$ cat config.mk
export PLATFORM = sky130hd
export DESIGN_NAME = lp_divisor_top
export DESIGN_NICKNAME = d
export VERILOG_FILES = /design/src/design/lp_divisor_pkg.sv /design/src/design/lp_baud_if.sv /design/src/design/lp_baud_gen.sv /design/src/design/lp_divisor_top.sv
export SDC_FILE = /design/constraint.sdc
export NUM_CORES = 1
export LEC_CHECK = 0
export BUFFER_PORTS_ARGS = -buffer_cell sky130_fd_sc_hd__clkbuf_2
export CAP_MARGIN = 20
export CORE_UTILIZATION = 40
export CTS_CLUSTER_SIZE = 16
export DETAILED_ROUTE_END_ITERATION = 7
export PLACE_DENSITY_LB_ADDON = 0.2
export SYNTH_ARGS = -nofsm -noshare
export SYNTH_HDL_FRONTEND = slang
export SYNTH_HIERARCHICAL = 1
export SYNTH_SLANG_ARGS = --single-unit
$ cat constraint.sdc
create_clock -name core_clk -period 6.7 [get_ports core_clk]
set_clock_uncertainty 0.05 [all_clocks]
set_input_delay 1.005 -clock core_clk [delete_from_list [all_inputs] [get_ports core_clk]]
set_output_delay 1.005 -clock core_clk [all_outputs]
set_load 0.01 [all_outputs]
$ cat src/design/lp_divisor_pkg.sv
`default_nettype none

package lp_divisor_pkg;

  // ---------------------------------------------------------------
  // Register byte addresses
  // ---------------------------------------------------------------
  localparam logic [31:0] LINE_CONTROL_OFFSET = 32'h5000_110C;
  localparam logic [31:0] LP_DIV_LOW_OFFSET = 32'h5000_1120;
  localparam logic [31:0] LP_DIV_HIGH_OFFSET = 32'h5000_1124;
  localparam logic [31:0] IR_MODE_OFFSET = 32'h5000_1128;
  localparam logic [31:0] LP_STATUS_OFFSET = 32'h5000_112C;

  // ---------------------------------------------------------------
  // Field positions
  // ---------------------------------------------------------------
  localparam int DIVISOR_LATCH_ACCESS_BIT = 7;
  localparam int IR_LOW_POWER_EN_BIT = 0;
  localparam int STAT_CLK_ACTIVE_BIT = 0;
  localparam int STAT_PULSE_SEEN_BIT = 1;
  localparam int BYTE_W = 8;
  localparam int DIV_W = 16;

  // ---------------------------------------------------------------
  // Reset values
  // ---------------------------------------------------------------
  localparam logic [7:0] LINE_CONTROL_RESET = 8'h00;
  localparam logic [7:0] LP_DIV_LOW_RESET = 8'h00;
  localparam logic [7:0] LP_DIV_HIGH_RESET = 8'h00;
  localparam logic IR_MODE_RESET = 1'b0;

  // ---------------------------------------------------------------
  // Timing counts
  // ---------------------------------------------------------------
  // Last 16x tick count in one baud period; the oversampling ratio is one more, 16
  localparam logic [3:0] OVERSAMPLE_LAST = 4'hF;

  // Register selected by a bus address
  typedef enum logic [2:0] {
    SEL_NONE = 3'b000,
    SEL_LINE_CTRL = 3'b001,
    SEL_DIV_LOW = 3'b010,
    SEL_DIV_HIGH = 3'b011,
    SEL_IR_MODE = 3'b100,
    SEL_STATUS = 3'b101
  } reg_sel_t;

endpackage

`default_nettype wire

$ cat src/design/lp_baud_if.sv
`timescale 1ns/1ns
`default_nettype none

// ---------------------------------------------------------------
// Divisor in, divided ticks out
// ---------------------------------------------------------------
interface lp_baud_if;
  logic [15:0] divisor; // Programmed 16-bit divisor
  logic tick16; // One pulse per divisor cycles
  logic baud_tick; // One pulse per 16 times divisor cycles

  modport ctrl (output divisor, input tick16, input baud_tick);
  modport gen (input divisor, output tick16, output baud_tick);
endinterface

`default_nettype wire

$ cat src/design/lp_baud_gen.sv
`timescale 1ns/1ns
`default_nettype none

module lp_baud_gen
  import lp_divisor_pkg::*;
(
  input wire logic core_clk, // System clock
  input wire logic rst, // Synchronous reset, active high
  lp_baud_if.gen bif // Divisor input and tick outputs
);

  // ---------------------------------------------------------------
  // Counters
  // ---------------------------------------------------------------
  logic [15:0] div_cnt_reg; // Cycles counted so far in one 16x period
  logic [15:0] div_cnt_next;
  logic [3:0] os_cnt_reg; // 16x ticks within one baud period
  logic [3:0] os_cnt_next;
  logic tick16_reg; // Registered 16x tick
  logic tick16_next;
  logic baud_reg; // Registered baud tick
  logic baud_next;

  // Next-state for the divider chain
  always_comb begin
    div_cnt_next = div_cnt_reg;
    os_cnt_next = os_cnt_reg;
    tick16_next = 1'b0;
    baud_next = 1'b0;
    if (bif.divisor == 16'h0000) begin
      // Held idle so a new divisor starts a clean period
      div_cnt_next = 16'h0000;
      os_cnt_next = 4'h0;
    end else if (div_cnt_reg >= bif.divisor - 16'h0001) begin
      div_cnt_next = 16'h0000;
      tick16_next = 1'b1;
      if (os_cnt_reg == OVERSAMPLE_LAST) begin
        os_cnt_next = 4'h0;
        baud_next = 1'b1;
      end else begin
        os_cnt_next = os_cnt_reg + 4'h1;
      end
    end else begin
      // Count on; a lowered divisor ends the period early
      div_cnt_next = div_cnt_reg + 16'h0001;
    end
  end

  // Register the divider chain
  always_ff @(posedge core_clk) begin
    if (rst) begin
      div_cnt_reg <= 16'h0000;
      os_cnt_reg <= 4'h0;
      tick16_reg <= 1'b0;
      baud_reg <= 1'b0;
    end else begin
      div_cnt_reg <= div_cnt_next;
      os_cnt_reg <= os_cnt_next;
      tick16_reg <= tick16_next;
      baud_reg <= baud_next;
    end
  end

  assign bif.tick16 = tick16_reg;
  assign bif.baud_tick = baud_reg;

endmodule

`default_nettype wire

$ cat src/design/lp_divisor_top.sv
`timescale 1ns/1ns
`default_nettype none

module lp_divisor_top (
  input wire logic core_clk, // System clock, 125 MHz
  input wire logic rst, // Synchronous reset, active high
  input wire logic psel, // APB select
  input wire logic penable, // APB access phase
  input wire logic pwrite, // APB write when high
  input wire logic [31:0] paddr, // APB byte address
  input wire logic [31:0] pwdata, // APB write data
  output logic [31:0] prdata, // APB read data
  output logic pready, // APB ready
  output logic pslverr, // APB error, unmapped address
  input wire logic ir_rx_pulse, // Infrared receive pulse, high active
  output logic ir_pulse_valid, // One cycle per accepted pulse
  output logic lp_baud_tick, // Low-power baud clock tick
  output logic lp_clk_active // Low-power baud clock running
);
  import lp_divisor_pkg::*;

  // ---------------------------------------------------------------
  // Declarations
  // ---------------------------------------------------------------
  lp_baud_if bif (); // Link to the divider

  logic [7:0] line_control_reg; // Line control byte, bit 7 opens latch
  logic [7:0] line_control_next;
  logic [7:0] div_low_reg; // Divisor bits 7:0
  logic [7:0] div_low_next;
  logic [7:0] div_high_reg; // Divisor bits 15:8
  logic [7:0] div_high_next;
  logic ir_mode_reg; // Low-power infrared mode enable
  logic ir_mode_next;
  logic pulse_seen_reg; // Sticky, cleared by a status read
  logic pulse_seen_next;
  logic [31:0] prdata_reg; // Read data
  logic [31:0] prdata_next;
  logic pready_reg; // Ready, one access cycle late
  logic pready_next;
  logic pslverr_reg; // Error for unmapped address
  logic pslverr_next;
  logic ir_prev_reg; // Pulse input one cycle ago
  logic ir_prev_next;
  logic tick_seen_reg; // A 16x tick fell inside the pulse
  logic tick_seen_next;
  logic ir_valid_reg; // Accepted pulse strobe
  logic ir_valid_next;
  logic baud_reg; // Retimed baud tick
  logic active_reg; // Retimed clock-active flag

  reg_sel_t sel; // Decoded register
  logic latch_open; // Latch access bit
  logic divisor_nonzero; // Any divisor bit set
  logic commit; // Transfer completes this edge

  // ---------------------------------------------------------------
  // Helper functions
  // ---------------------------------------------------------------
  // Map a byte address to a register
  function automatic reg_sel_t decode(input logic [31:0] addr);
    reg_sel_t s;
    s = SEL_NONE;
    unique case (addr)
      LINE_CONTROL_OFFSET: s = SEL_LINE_CTRL;
      LP_DIV_LOW_OFFSET: s = SEL_DIV_LOW;
      LP_DIV_HIGH_OFFSET: s = SEL_DIV_HIGH;
      IR_MODE_OFFSET: s = SEL_IR_MODE;
      LP_STATUS_OFFSET: s = SEL_STATUS;
      default: s = SEL_NONE;
    endcase
    return s;
  endfunction

  // Place a byte in the low lane, upper bits zero
  function automatic logic [31:0] widen(input logic [7:0] b);
    return {24'h00_0000, b};
  endfunction

  // ---------------------------------------------------------------
  // Divider
  // ---------------------------------------------------------------
  assign bif.divisor = {div_high_reg, div_low_reg};

  lp_baud_gen u_gen (
    .core_clk (core_clk),
    .rst (rst),
    .bif (bif)
  );

  // ---------------------------------------------------------------
  // Register bus
  // ---------------------------------------------------------------
  assign sel = decode(paddr);
  assign latch_open = line_control_reg[DIVISOR_LATCH_ACCESS_BIT];
  assign divisor_nonzero = (bif.divisor != 16'h0000);
  // Writes and read side effects land at the ready edge only
  assign commit = psel & penable & pready_reg;

  // Next values for the bus answer and the software registers
  always_comb begin
    line_control_next = line_control_reg;
    div_low_next = div_low_reg;
    div_high_next = div_high_reg;
    ir_mode_next = ir_mode_reg;
    prdata_next = prdata_reg;
    pslverr_next = 1'b0;
    // Ready one cycle into the access phase, then drop
    pready_next = psel & penable & ~pready_reg;
    if (psel & penable & ~pready_reg) begin
      // Read data prepared the cycle before ready
      prdata_next = 32'h0000_0000;
      pslverr_next = (sel == SEL_NONE);
      if (!pwrite) begin
        unique case (sel)
          SEL_LINE_CTRL: prdata_next = widen(line_control_reg);
          SEL_DIV_LOW: prdata_next = latch_open ?
                         widen(div_low_reg) : 32'h0000_0000;
          SEL_DIV_HIGH: prdata_next = latch_open ?
                          widen(div_high_reg) : 32'h0000_0000;
          SEL_IR_MODE: prdata_next = {31'h0000_0000, ir_mode_reg};
          SEL_STATUS: begin
            prdata_next[STAT_CLK_ACTIVE_BIT] = divisor_nonzero;
            prdata_next[STAT_PULSE_SEEN_BIT] = pulse_seen_reg;
          end
          // Unmapped reads zero with an error
          SEL_NONE: prdata_next = 32'h0000_0000;
          default: prdata_next = 32'h0000_0000;
        endcase
      end
    end
    if (commit & pwrite) begin
      unique case (sel)
        SEL_LINE_CTRL: line_control_next = pwdata[BYTE_W-1:0];
        SEL_DIV_LOW: begin
          if (latch_open) div_low_next = pwdata[BYTE_W-1:0];
        end
        SEL_DIV_HIGH: begin
          if (latch_open) div_high_next = pwdata[BYTE_W-1:0];
        end
        SEL_IR_MODE: ir_mode_next = pwdata[IR_LOW_POWER_EN_BIT];
        // Status is read-only; unmapped writes are dropped
        SEL_STATUS: ir_mode_next = ir_mode_reg;
        SEL_NONE: ir_mode_next = ir_mode_reg;
        default: ir_mode_next = ir_mode_reg;
      endcase
    end
  end

  // Register the software-visible state
  always_ff @(posedge core_clk) begin
    if (rst) begin
      line_control_reg <= LINE_CONTROL_RESET;
      div_low_reg <= LP_DIV_LOW_RESET;
      div_high_reg <= LP_DIV_HIGH_RESET;
      ir_mode_reg <= IR_MODE_RESET;
      prdata_reg <= 32'h0000_0000;
      pready_reg <= 1'b0;
      pslverr_reg <= 1'b0;
    end else begin
      line_control_reg <= line_control_next;
      div_low_reg <= div_low_next;
      div_high_reg <= div_high_next;
      ir_mode_reg <= ir_mode_next;
      prdata_reg <= prdata_next;
      pready_reg <= pready_next;
      pslverr_reg <= pslverr_next;
    end
  end

  // ---------------------------------------------------------------
  // Infrared pulse detection
  // ---------------------------------------------------------------
  // Pulse qualification; the width check only bites in low-power
  // mode, where a pulse must straddle at least one 16x tick. A
  // glitch during which no 16x tick occurs is thus rejected.
  always_comb begin
    ir_prev_next = ir_rx_pulse;
    tick_seen_next = tick_seen_reg;
    ir_valid_next = 1'b0;
    pulse_seen_next = pulse_seen_reg;
    if (!divisor_nonzero) begin
      tick_seen_next = 1'b0;
    end else begin
      if (ir_rx_pulse & ~ir_prev_reg) begin
        // New pulse starts the width check afresh
        tick_seen_next = bif.tick16;
      end else if (ir_rx_pulse) begin
        tick_seen_next = tick_seen_reg | bif.tick16;
      end else if (ir_prev_reg) begin
        // Falling edge ends the pulse
        // low-power mode needs a tick
        ir_valid_next = ~ir_mode_reg | tick_seen_reg;
        tick_seen_next = 1'b0;
      end
    end
    // Clear on status read; a new pulse in that cycle wins
    if (commit & ~pwrite & (sel == SEL_STATUS)) begin
      pulse_seen_next = 1'b0;
    end
    if (ir_valid_next) begin
      pulse_seen_next = 1'b1;
    end
  end

  // Register the detector and retime divider outputs
  always_ff @(posedge core_clk) begin
    if (rst) begin
      ir_prev_reg <= 1'b0;
      tick_seen_reg <= 1'b0;
      ir_valid_reg <= 1'b0;
      pulse_seen_reg <= 1'b0;
      baud_reg <= 1'b0;
      active_reg <= 1'b0;
    end else begin
      ir_prev_reg <= ir_prev_next;
      tick_seen_reg <= tick_seen_next;
      ir_valid_reg <= ir_valid_next;
      pulse_seen_reg <= pulse_seen_next;
      baud_reg <= bif.baud_tick;
      active_reg <= divisor_nonzero;
    end
  end

  // ---------------------------------------------------------------
  // Outputs, all from flip-flops
  // ---------------------------------------------------------------
  assign prdata = prdata_reg;
  assign pready = pready_reg;
  assign pslverr = pslverr_reg;
  assign ir_pulse_valid = ir_valid_reg;
  assign lp_baud_tick = baud_reg;
  assign lp_clk_active = active_reg;

endmodule

`default_nettype wire

* After elaboration in Yosys (flattened, before gate mapping)
Index checks and enable logic that the tools add are counted.
** Storage, ports and cells
- Register bits after elaboration :: 87
- Input port bits :: 70
- Output and inout bits :: 37
- Logic and storage cells :: 80
** Cells by class
- Add/sub/neg operators :: 3
- Magnitude comparators :: 1
- Equal/unequal tests :: 11
- Muxes and demuxes :: 18
- Bitwise operators :: 16
- Reduce and logical (&&, ||, !) cells :: 14
** Operators with widths (count)
- 32-bit by 31-bit == test with 1-bit output, second input constant :: 5
- 8-bit two-way mux :: 3
- 6-bit case mux with 3 select lines :: 1
- 16-bit by 1-bit adder with 16-bit output, second input constant :: 1
- 16-bit >= comparator :: 1
- 16-bit zero test :: 1
- 16-bit nonzero test :: 1
- 16-bit by 1-bit subtractor with 16-bit output, second input constant :: 1
- 3-bit case mux with 5 select lines :: 1
- 1-bit two-way mux :: 11
- 2-bit case mux with 5 select lines :: 1
- 1-bit bitwise AND :: 7
- 1-bit NOT :: 7
- 3-bit by 2-bit == test with 1-bit output, second input constant :: 2
- 3-bit == test, second input constant :: 2
- 3-bit AND reduction :: 2
- 2-bit OR reduction :: 3
- 3-bit OR reduction :: 2
- 4-bit by 1-bit adder with 4-bit output, second input constant :: 1
- 4-bit == test, second input constant :: 1
- 4-bit two-way mux :: 1
- 2-bit AND reduction :: 2
- 3-bit by 1-bit == test with 1-bit output, second input constant :: 1
- 3-bit zero test :: 1
- 3 further kinds :: 4

* Depth between registers and ports, before layout
Gate-level depths: netlist (run 1).
- Word-level depth :: 7
- Mapped depth :: 13
- Depth with buffers taken out :: 12

* Modules after synthesis
Netlist (run 1), hierarchy kept.
** By module, submodules not included
- lp_divisor_top :: instances 1, cells an instance 237, area each 2214.6 µm², seq. area each 820.8 µm²
- lp_baud_gen :: instances 1, cells an instance 184, area each 1590.3 µm², seq. area each 440.4 µm²

* Worst setup path after synthesis (run 1)
OpenSTA, ideal clock, no wires.
- Path kind :: reg-to-reg
- Start :: register div_low_reg[0]
- End :: register u_gen.div_cnt_reg[1]
- Setup time :: 116 ps
- Arrival :: 2995 ps
- Data required time :: 6534 ps
- Path slack :: 3538 ps
- Stages on the path, launching flop included :: 13
- Buffers on the path :: 0
- Period minus slack after synthesis :: 3162 ps
- Cell sequence :: dfxtp_1 > inv_1 > ha_1 > or4b_4 > nor4_4 > nand2_1 > xor2_1 > ha_1 > nand4_1 > nor4_1 > and3_1 > nor3_1 > and3_2
** Between the ends
- Longest elaborated chain between the ends :: 3
- Elaborated cells between the ends (all ways) :: 4
- Those cells by class :: add/sub (1); order compare (1); reduce/logical (2)
** RTL lines
- start: declaration :: line lp_divisor_top.sv:29 : logic [7:0] div_low_reg;
- start signal: assignment :: line lp_divisor_top.sv:162 : div_low_reg <= div_low_next;
- 16-bit by 1-bit subtractor with 16-bit output :: line lp_baud_gen.sv:34 : end else if (div_cnt_reg >= bif.divisor - 16'h0001) begin
- 16-bit >= comparator :: line lp_baud_gen.sv:34
- 3-bit OR reduction (no line) *
- end signal: assignment :: line lp_baud_gen.sv:57 : div_cnt_reg <= div_cnt_next;
- end: declaration :: line lp_baud_gen.sv:15 : logic [15:0] div_cnt_reg;
Every way passes the cells marked *; elsewhere a longest branch is shown, timed or not.
A chain may end at the register's enable or synchronous reset.

* Final worst setup path (run 1)
Ends and elaborated chain as after synthesis.

==> flow_summary.yaml, run 1 <==
yosys:
  netlist_area_sq_um: 3805
  synth_seq_area_share_pct: 33.15
  yosys_warnings: 6
  synth-edff-count: 0
  synth.distinct_cells: 65
  avgSynthCellArea_sq_um: 9.038
  ys_async_sr_fraction_pct: 0
  yosys_most_used_dff: "dfxtp_1"
  syn_inst: 421
  synth_seq_cells: 63
clock_tree:
  cts_hold_buf: 0
  root_buffer: "clkbuf_8"
  clock_latency_ns: 0.36
  cts_buffers: 9
  cts.clk_slew.worst_paths_ns: 0.08
  h-tree-depth: 3
  post-cts-setup-buffer-count: 0
  cts_resized: 0
  clock_path_buffers: 2
  cts_sinks: 63
  cts_tree: "yes"
final_layout:
  final_cell_mix: "dfxtp_1 (63), clkbuf_2 (58), nor2_1 (43), nand2_1 (31), conb_1 (24)"
  seq_area_sq_um: 1261
  multiInputGateArea_sq_um: 2367
  drive_gt1_share_pct: 20.21
  utilization_pct: 46.35
  final_common_cell: "dfxtp_1"
  area_growth_pct: 12.56
  nFillCells: 902
  n_antenna_cell: 0
  largest_reg_flops: 16
  fin_area_sq_um: 4283
  final_nets: 569
critical_path:
  cp_cell_sequence: "inv_1 > ha_1 > or4b_4 > nor4_4 > nand2_1 > xor2_1 > ha_1 > nand4_1 > nor4_1 > and3_1 > nor3_1 > and3_2"
  crit_required_ns: 6.89
  crit_arrival_ns: 3.87
  critPathSlowestCell: "or4b_4"
  cp_common_cell: "ha_1"
  path_max_fanout: 6
  cpPeakStageDelay_ns: 0.53
  cp-start-kind: "flip-flop"
  endpoint_kind: "flip-flop"
  worstSetupPathType: "flip-flop to flip-flop"
grt:
  grt_max_degree: 35
  track_usage_pct: 18.42
  grt_pass1_wl_microns: 14370
  gr-total-overflow: 0
  antenna_found_initial: 0
  grt_pass1_vias: 2934
placement:
  dp_hpwl_microns: 6486
  placement.io_buffers: 58
  place_area_sq_um: 4110
  gp_congestion: 0.8421
worst_hold_path:
  hp-class: "flip-flop to flip-flop"
timing:
  setup_violations: 0
  slew_viol_final: 0
  relSlewSlack_pct: 45.45
  rsz0062_at_grt: "false"
  fin_tns_setup_ns: 0
  fmax_mhz: 272.0
  period_share_pct: 54.88
  period_minus_slack_ns: 3.677
  worst-slew-pin-transition_ns: 0.8145
  hold_violations: 0
route:
  wire_per_inst_microns: 13.84
  drtPass1Iterations: 4
  ant_nets: 0
  drc_errors: 0
  avgViaCountPerCell: 5.213
  vias: 3201
  wl_microns: 8500
  drtIter0Drc: 105
power:
  power_frac_comb_pct: 5.8
  p_seq_share_pct: 52.6
  pwr-share-clk_pct: 41.7
  powerDensity_nw_per_um2: 166.7
  vdd.ir_drop.worst_mv: 0.08200
  p_int_w: 0.0005244
  p_sw_share_pct: 26.54
  p_sw_w: 0.0001895
  p_leak_nw: 1.734
die:
  core_area_sq_um: 9240
  num_io_pins: 107
  dieArea_sq_um: 9906
  fp-row-count: 35
  die_w_microns: 99.53
  start_util_pct: 41.18
  die_h_microns: 99.53
run_status:
  status: "finished clean"
job:
  maxCapViolations: 0
==> routing by layer <==
metal,GRT usage [%],part of all wire (%),routed length (microns)
met1,24.17,47,4036
met2,30.13,47,4006
met3,3.373,3.7,314
met4,6.900,1.7,144
met5,0,0,0
==> worst max-delay path, delay by kind of cell (launching register included) <==
family	cells	cell delay, ns
flip-flops	1	0.37
adder cells (fa/ha/maj)	2	0.52
buffers and inverters	1	0.12
AND/OR/NAND/NOR	8	2.33
XOR/XNOR	1	0.17
==> kinds of logic (layout without fill, tap and decap cells) <==
group	count (synthesis)	count (layout)	share of synthesized area (%)
simple gates	187	187	31.04
compound gates	63	63	11.15
flops	63	63	33.15
buf+inv	41	82	6.906
xor+xnor	29	29	6.676
fa+ha+maj	19	19	6.248
mux	18	18	4.735
other cells	1	24	0.09856
==> through the flow <==
step | std cells | hold slack, ns | setup slack, ns | power [W]
floorplan | 444 | 0.3638 | 3.538 | 0.0004119
global placement | 598 | 0.3837 | 3.094 | 0.0004245
detailed placement | 598 | 0.3949 | 3.072 | 0.0004253
CTS | 614 | 0.4089 | 3.045 | 0.0007197
global route | 614 | 0.4197 | 2.787 | 0.0007475
finish | 614 | 0.3970 | 3.023 | 0.0007140
==> final timing paths <==
check / startpoint / endpoint / slack, ns / depth (start not counted)
worst max register to register: div_low_reg[0]$_SDFFE_PP0P_ / u_gen/div_cnt_reg[1]$_SDFF_PP0_ / 3.02 / 12
worst min-delay path: u_gen/bif.baud_tick$_SDFF_PP0_ / lp_baud_tick$_SDFF_PP0_ / 0.40 / 1
worst max-delay path: div_low_reg[0]$_SDFFE_PP0P_ / u_gen/div_cnt_reg[1]$_SDFF_PP0_ / 3.02 / 12
worst min register to register: u_gen/bif.baud_tick$_SDFF_PP0_ / lp_baud_tick$_SDFF_PP0_ / 0.40 / 1
==> cell type report <==
class | count | share of cell area (%)
Clock buffer | 9 | 2.892
Clock inverter | 7 | 1.139
Inverter | 8 | 0.7011
Multi-Input combinational cell | 340 | 55.27
Sequential cell | 63 | 29.45
Tap cell | 129 | 3.769
Timing Repair Buffer | 58 | 6.778
==> power groups by stage <==
stage	Sequential, W	Combinational, W	Clock, W
finish	0.000375	0.0000411	0.000297
global route	0.000375	0.0000455	0.000327
CTS	0.000375	0.0000412	0.000303
detailed placement	0.000384	0.0000411	0
global placement	0.000384	0.0000403	0
floorplan	0.000384	0.0000276	0
==> cells in the mapped netlist, types with 5 or more instances <==
cell type / count / share of area, %
inv_1: 8 / 0.79
nand4_1: 11 / 1.8
nor3_1: 15 / 2.0
and3_1: 6 / 0.99
xnor2_1: 15 / 3.5
clkbuf_1: 6 / 0.59
nor4_1: 9 / 1.5
ha_1: 19 / 6.2
nand2_1: 31 / 3.1
dfxtp_1: 63 / 33
buf_4: 25 / 4.9
a21oi_1: 19 / 2.5
mux2i_1: 18 / 4.7
nand3_1: 20 / 2.6
nor2_1: 43 / 4.2
nor4_4: 5 / 2.8
xor2_1: 14 / 3.2
o21ai_1: 8 / 1.1
Power figures use the tool's default switching activity.
==> run 2, diff against run 1 <==
Clock period 6.7 ns to 3.05 ns, I/O delays scaled along.
==> run 2 against run 1 <==
  * Critical path depth increased by 1
  * Design area up 8.2%
  * Via count is 4.5% higher
  * Clock power increased by 150%
==> flow_summary.yaml, run 2 (synthesis gave the netlist of run 1 again) <==
clock_tree:
  clock_path_buffers: 2
  h-tree-depth: 3
  cts_hold_buf: 0
  cts.clk_slew.worst_paths_ns: 0.08
  root_buffer: "clkbuf_8"
  cts_tree: "yes"
  cts_sinks: 63
  clock_latency_ns: 0.35
  cts_buffers: 9
grt:
  grt_max_degree: 34
  grt_pass1_vias: 3127
  antenna_found_initial: 0
  track_usage_pct: 18.92
  gr-total-overflow: 0
  grt_pass1_wl_microns: 14910
final_layout:
  nFillCells: 901
  utilization_pct: 50.17
  drive_gt1_share_pct: 28.06
  final_cell_mix: "dfxtp_1 (60), clkbuf_2 (58), nor2_1 (36), nand2_1 (31), conb_1 (24)"
  final_common_cell: "dfxtp_1"
  area_growth_pct: 21.84
  multiInputGateArea_sq_um: 2532
  final_nets: 590
  seq_area_sq_um: 1265
  largest_reg_flops: 16
  n_antenna_cell: 0
timing:
  relSlewSlack_pct: 44.21
  fmax_mhz: 330.2
  worst-slew-pin-transition_ns: 0.8330
  slew_viol_final: 0
  period_share_pct: 99.30
  rsz0062_at_grt: "true"
  setup_violations: 0
  hold_violations: 0
  period_minus_slack_ns: 3.029
critical_path:
  cp-startpoint: "div_low_reg[7]$_SDFFE_PP0P_"
  cp-start-kind: "flip-flop"
  cpPeakStageDelay_ns: 0.53
  endpoint_kind: "flip-flop"
  crit_required_ns: 3.22
  critPathSlowestCell: "or4_4"
  cp_common_cell: "buf_6"
  worstSetupPathType: "flip-flop to flip-flop"
  cp_cell_sequence: "or4_4 > buf_6 > nor4_4 > nand2_1 > xor2_2 > ha_1 > nand4_1 > buf_4 > nor2_4 > a2bb2oi_2 > buf_6 > a31oi_1 > nor3_1"
  crit_arrival_ns: 3.20
  timing.rr.start: "div_low_reg[7]$_SDFFE_PP0P_"
  path_max_fanout: 5
route:
  drc_errors: 0
  wl_microns: 9210
  drtPass1Iterations: 4
  wire_per_inst_microns: 14.50
  drtIter0Drc: 88
  avgViaCountPerCell: 5.266
  vias: 3344
  ant_nets: 0
run_status:
  status: "finished clean"
die:
  core_area_sq_um: 9240
  die_w_microns: 99.53
  start_util_pct: 41.18
  num_io_pins: 107
  die_h_microns: 99.53
  fp-row-count: 35
  dieArea_sq_um: 9906
worst_hold_path:
  hold_start: "pwdata[6]"
  hp-class: "primary input to flip-flop"
placement:
  placement.io_buffers: 58
  gp_congestion: 0.8288
  dp_hpwl_microns: 6764
power:
  total_power_w: 0.001651
  powerDensity_nw_per_um2: 356.2
  vdd.ir_drop.worst_mv: 0.2190
  p_leak_nw: 1.872
job:
  maxCapViolations: 0
[run 2: cell types whose count changed in the layout (fill, tap and decap cells not counted), sizes merged]
cell,delta
nand4,+1
inv,-1
clkinv,-4
buf,+20
clkinvlp,+2
clkbuf,+2
bufinv,+1
[run 2: report_power, final]
part	switching (W)	internal, W
Sequential	0.00000113	0.000824
Clock	0.000336	0.000398
Combinational	0.0000579	0.0000339
Total	0.000395	0.00126
[run 2: metrics by stage]
step,setup slack [ns],setup TNS (ns),instances,area [sq um],hold WS (ns)
after floorplan,0.04765,0,444,3897,0.3638
after global placement,0.009367,0,614,4237,0.3885
after detailed placement,-0.02470,-0.02470,614,4237,0.3932
after CTS,-0.001074,-0.001074,630,4447,0.3099
after global routing,-0.09741,-1.171,635,4636,0.3297
final,0.02141,0,635,4636,0.3259
[run 2: layout make-up]
type                            count  share of cell area (%)
Multi-Input combinational cell    341                   54.63
Sequential cell                    63                   27.29
Timing Repair Buffer               78                   9.663
Tap cell                          129                   3.482
Clock buffer                       11                   3.050
Clock inverter                      5                   1.242
Inverter                            8                  0.6478
[run 2: what timing repair did]
item | 4_1_cts | 5_1_grt
gates cloned | 0 | 1
pin swaps | 0 | 22
resized for setup | 3 | 34
buffers inserted | 0 | 4
endpoints found under the setup margin | 1 | 22
[run 2: critical path, delay by kind of cell (launching register included)]
kind / cells / cell delay [ns]
compound gates: 2 / 0.26
xor+xnor: 1 / 0.16
fa+ha+maj: 1 / 0.31
buf+inv: 3 / 0.54
flops: 1 / 0.32
simple gates: 6 / 1.25
[run 2: final timing paths]
path | cells past startpoint | slack [ns] | to
setup / recovery | 13 | 0.02 | u_gen/os_cnt_reg[3]$_SDFFE_PP0P_
hold / removal | 3 | 0.33 | div_high_reg[6]$_SDFFE_PP0P_
setup reg to reg | 13 | 0.02 | u_gen/os_cnt_reg[3]$_SDFFE_PP0P_
hold reg to reg | 1 | 0.40 | lp_baud_tick$_SDFF_PP0_
[run 2: metal layers]
metal / GRT usage, % / share of wire (%)
met2: 30.66 / 48
met4: 6.335 / 1.4
met3: 4.146 / 4.1
met5: 0 / 0
met1: 24.91 / 46
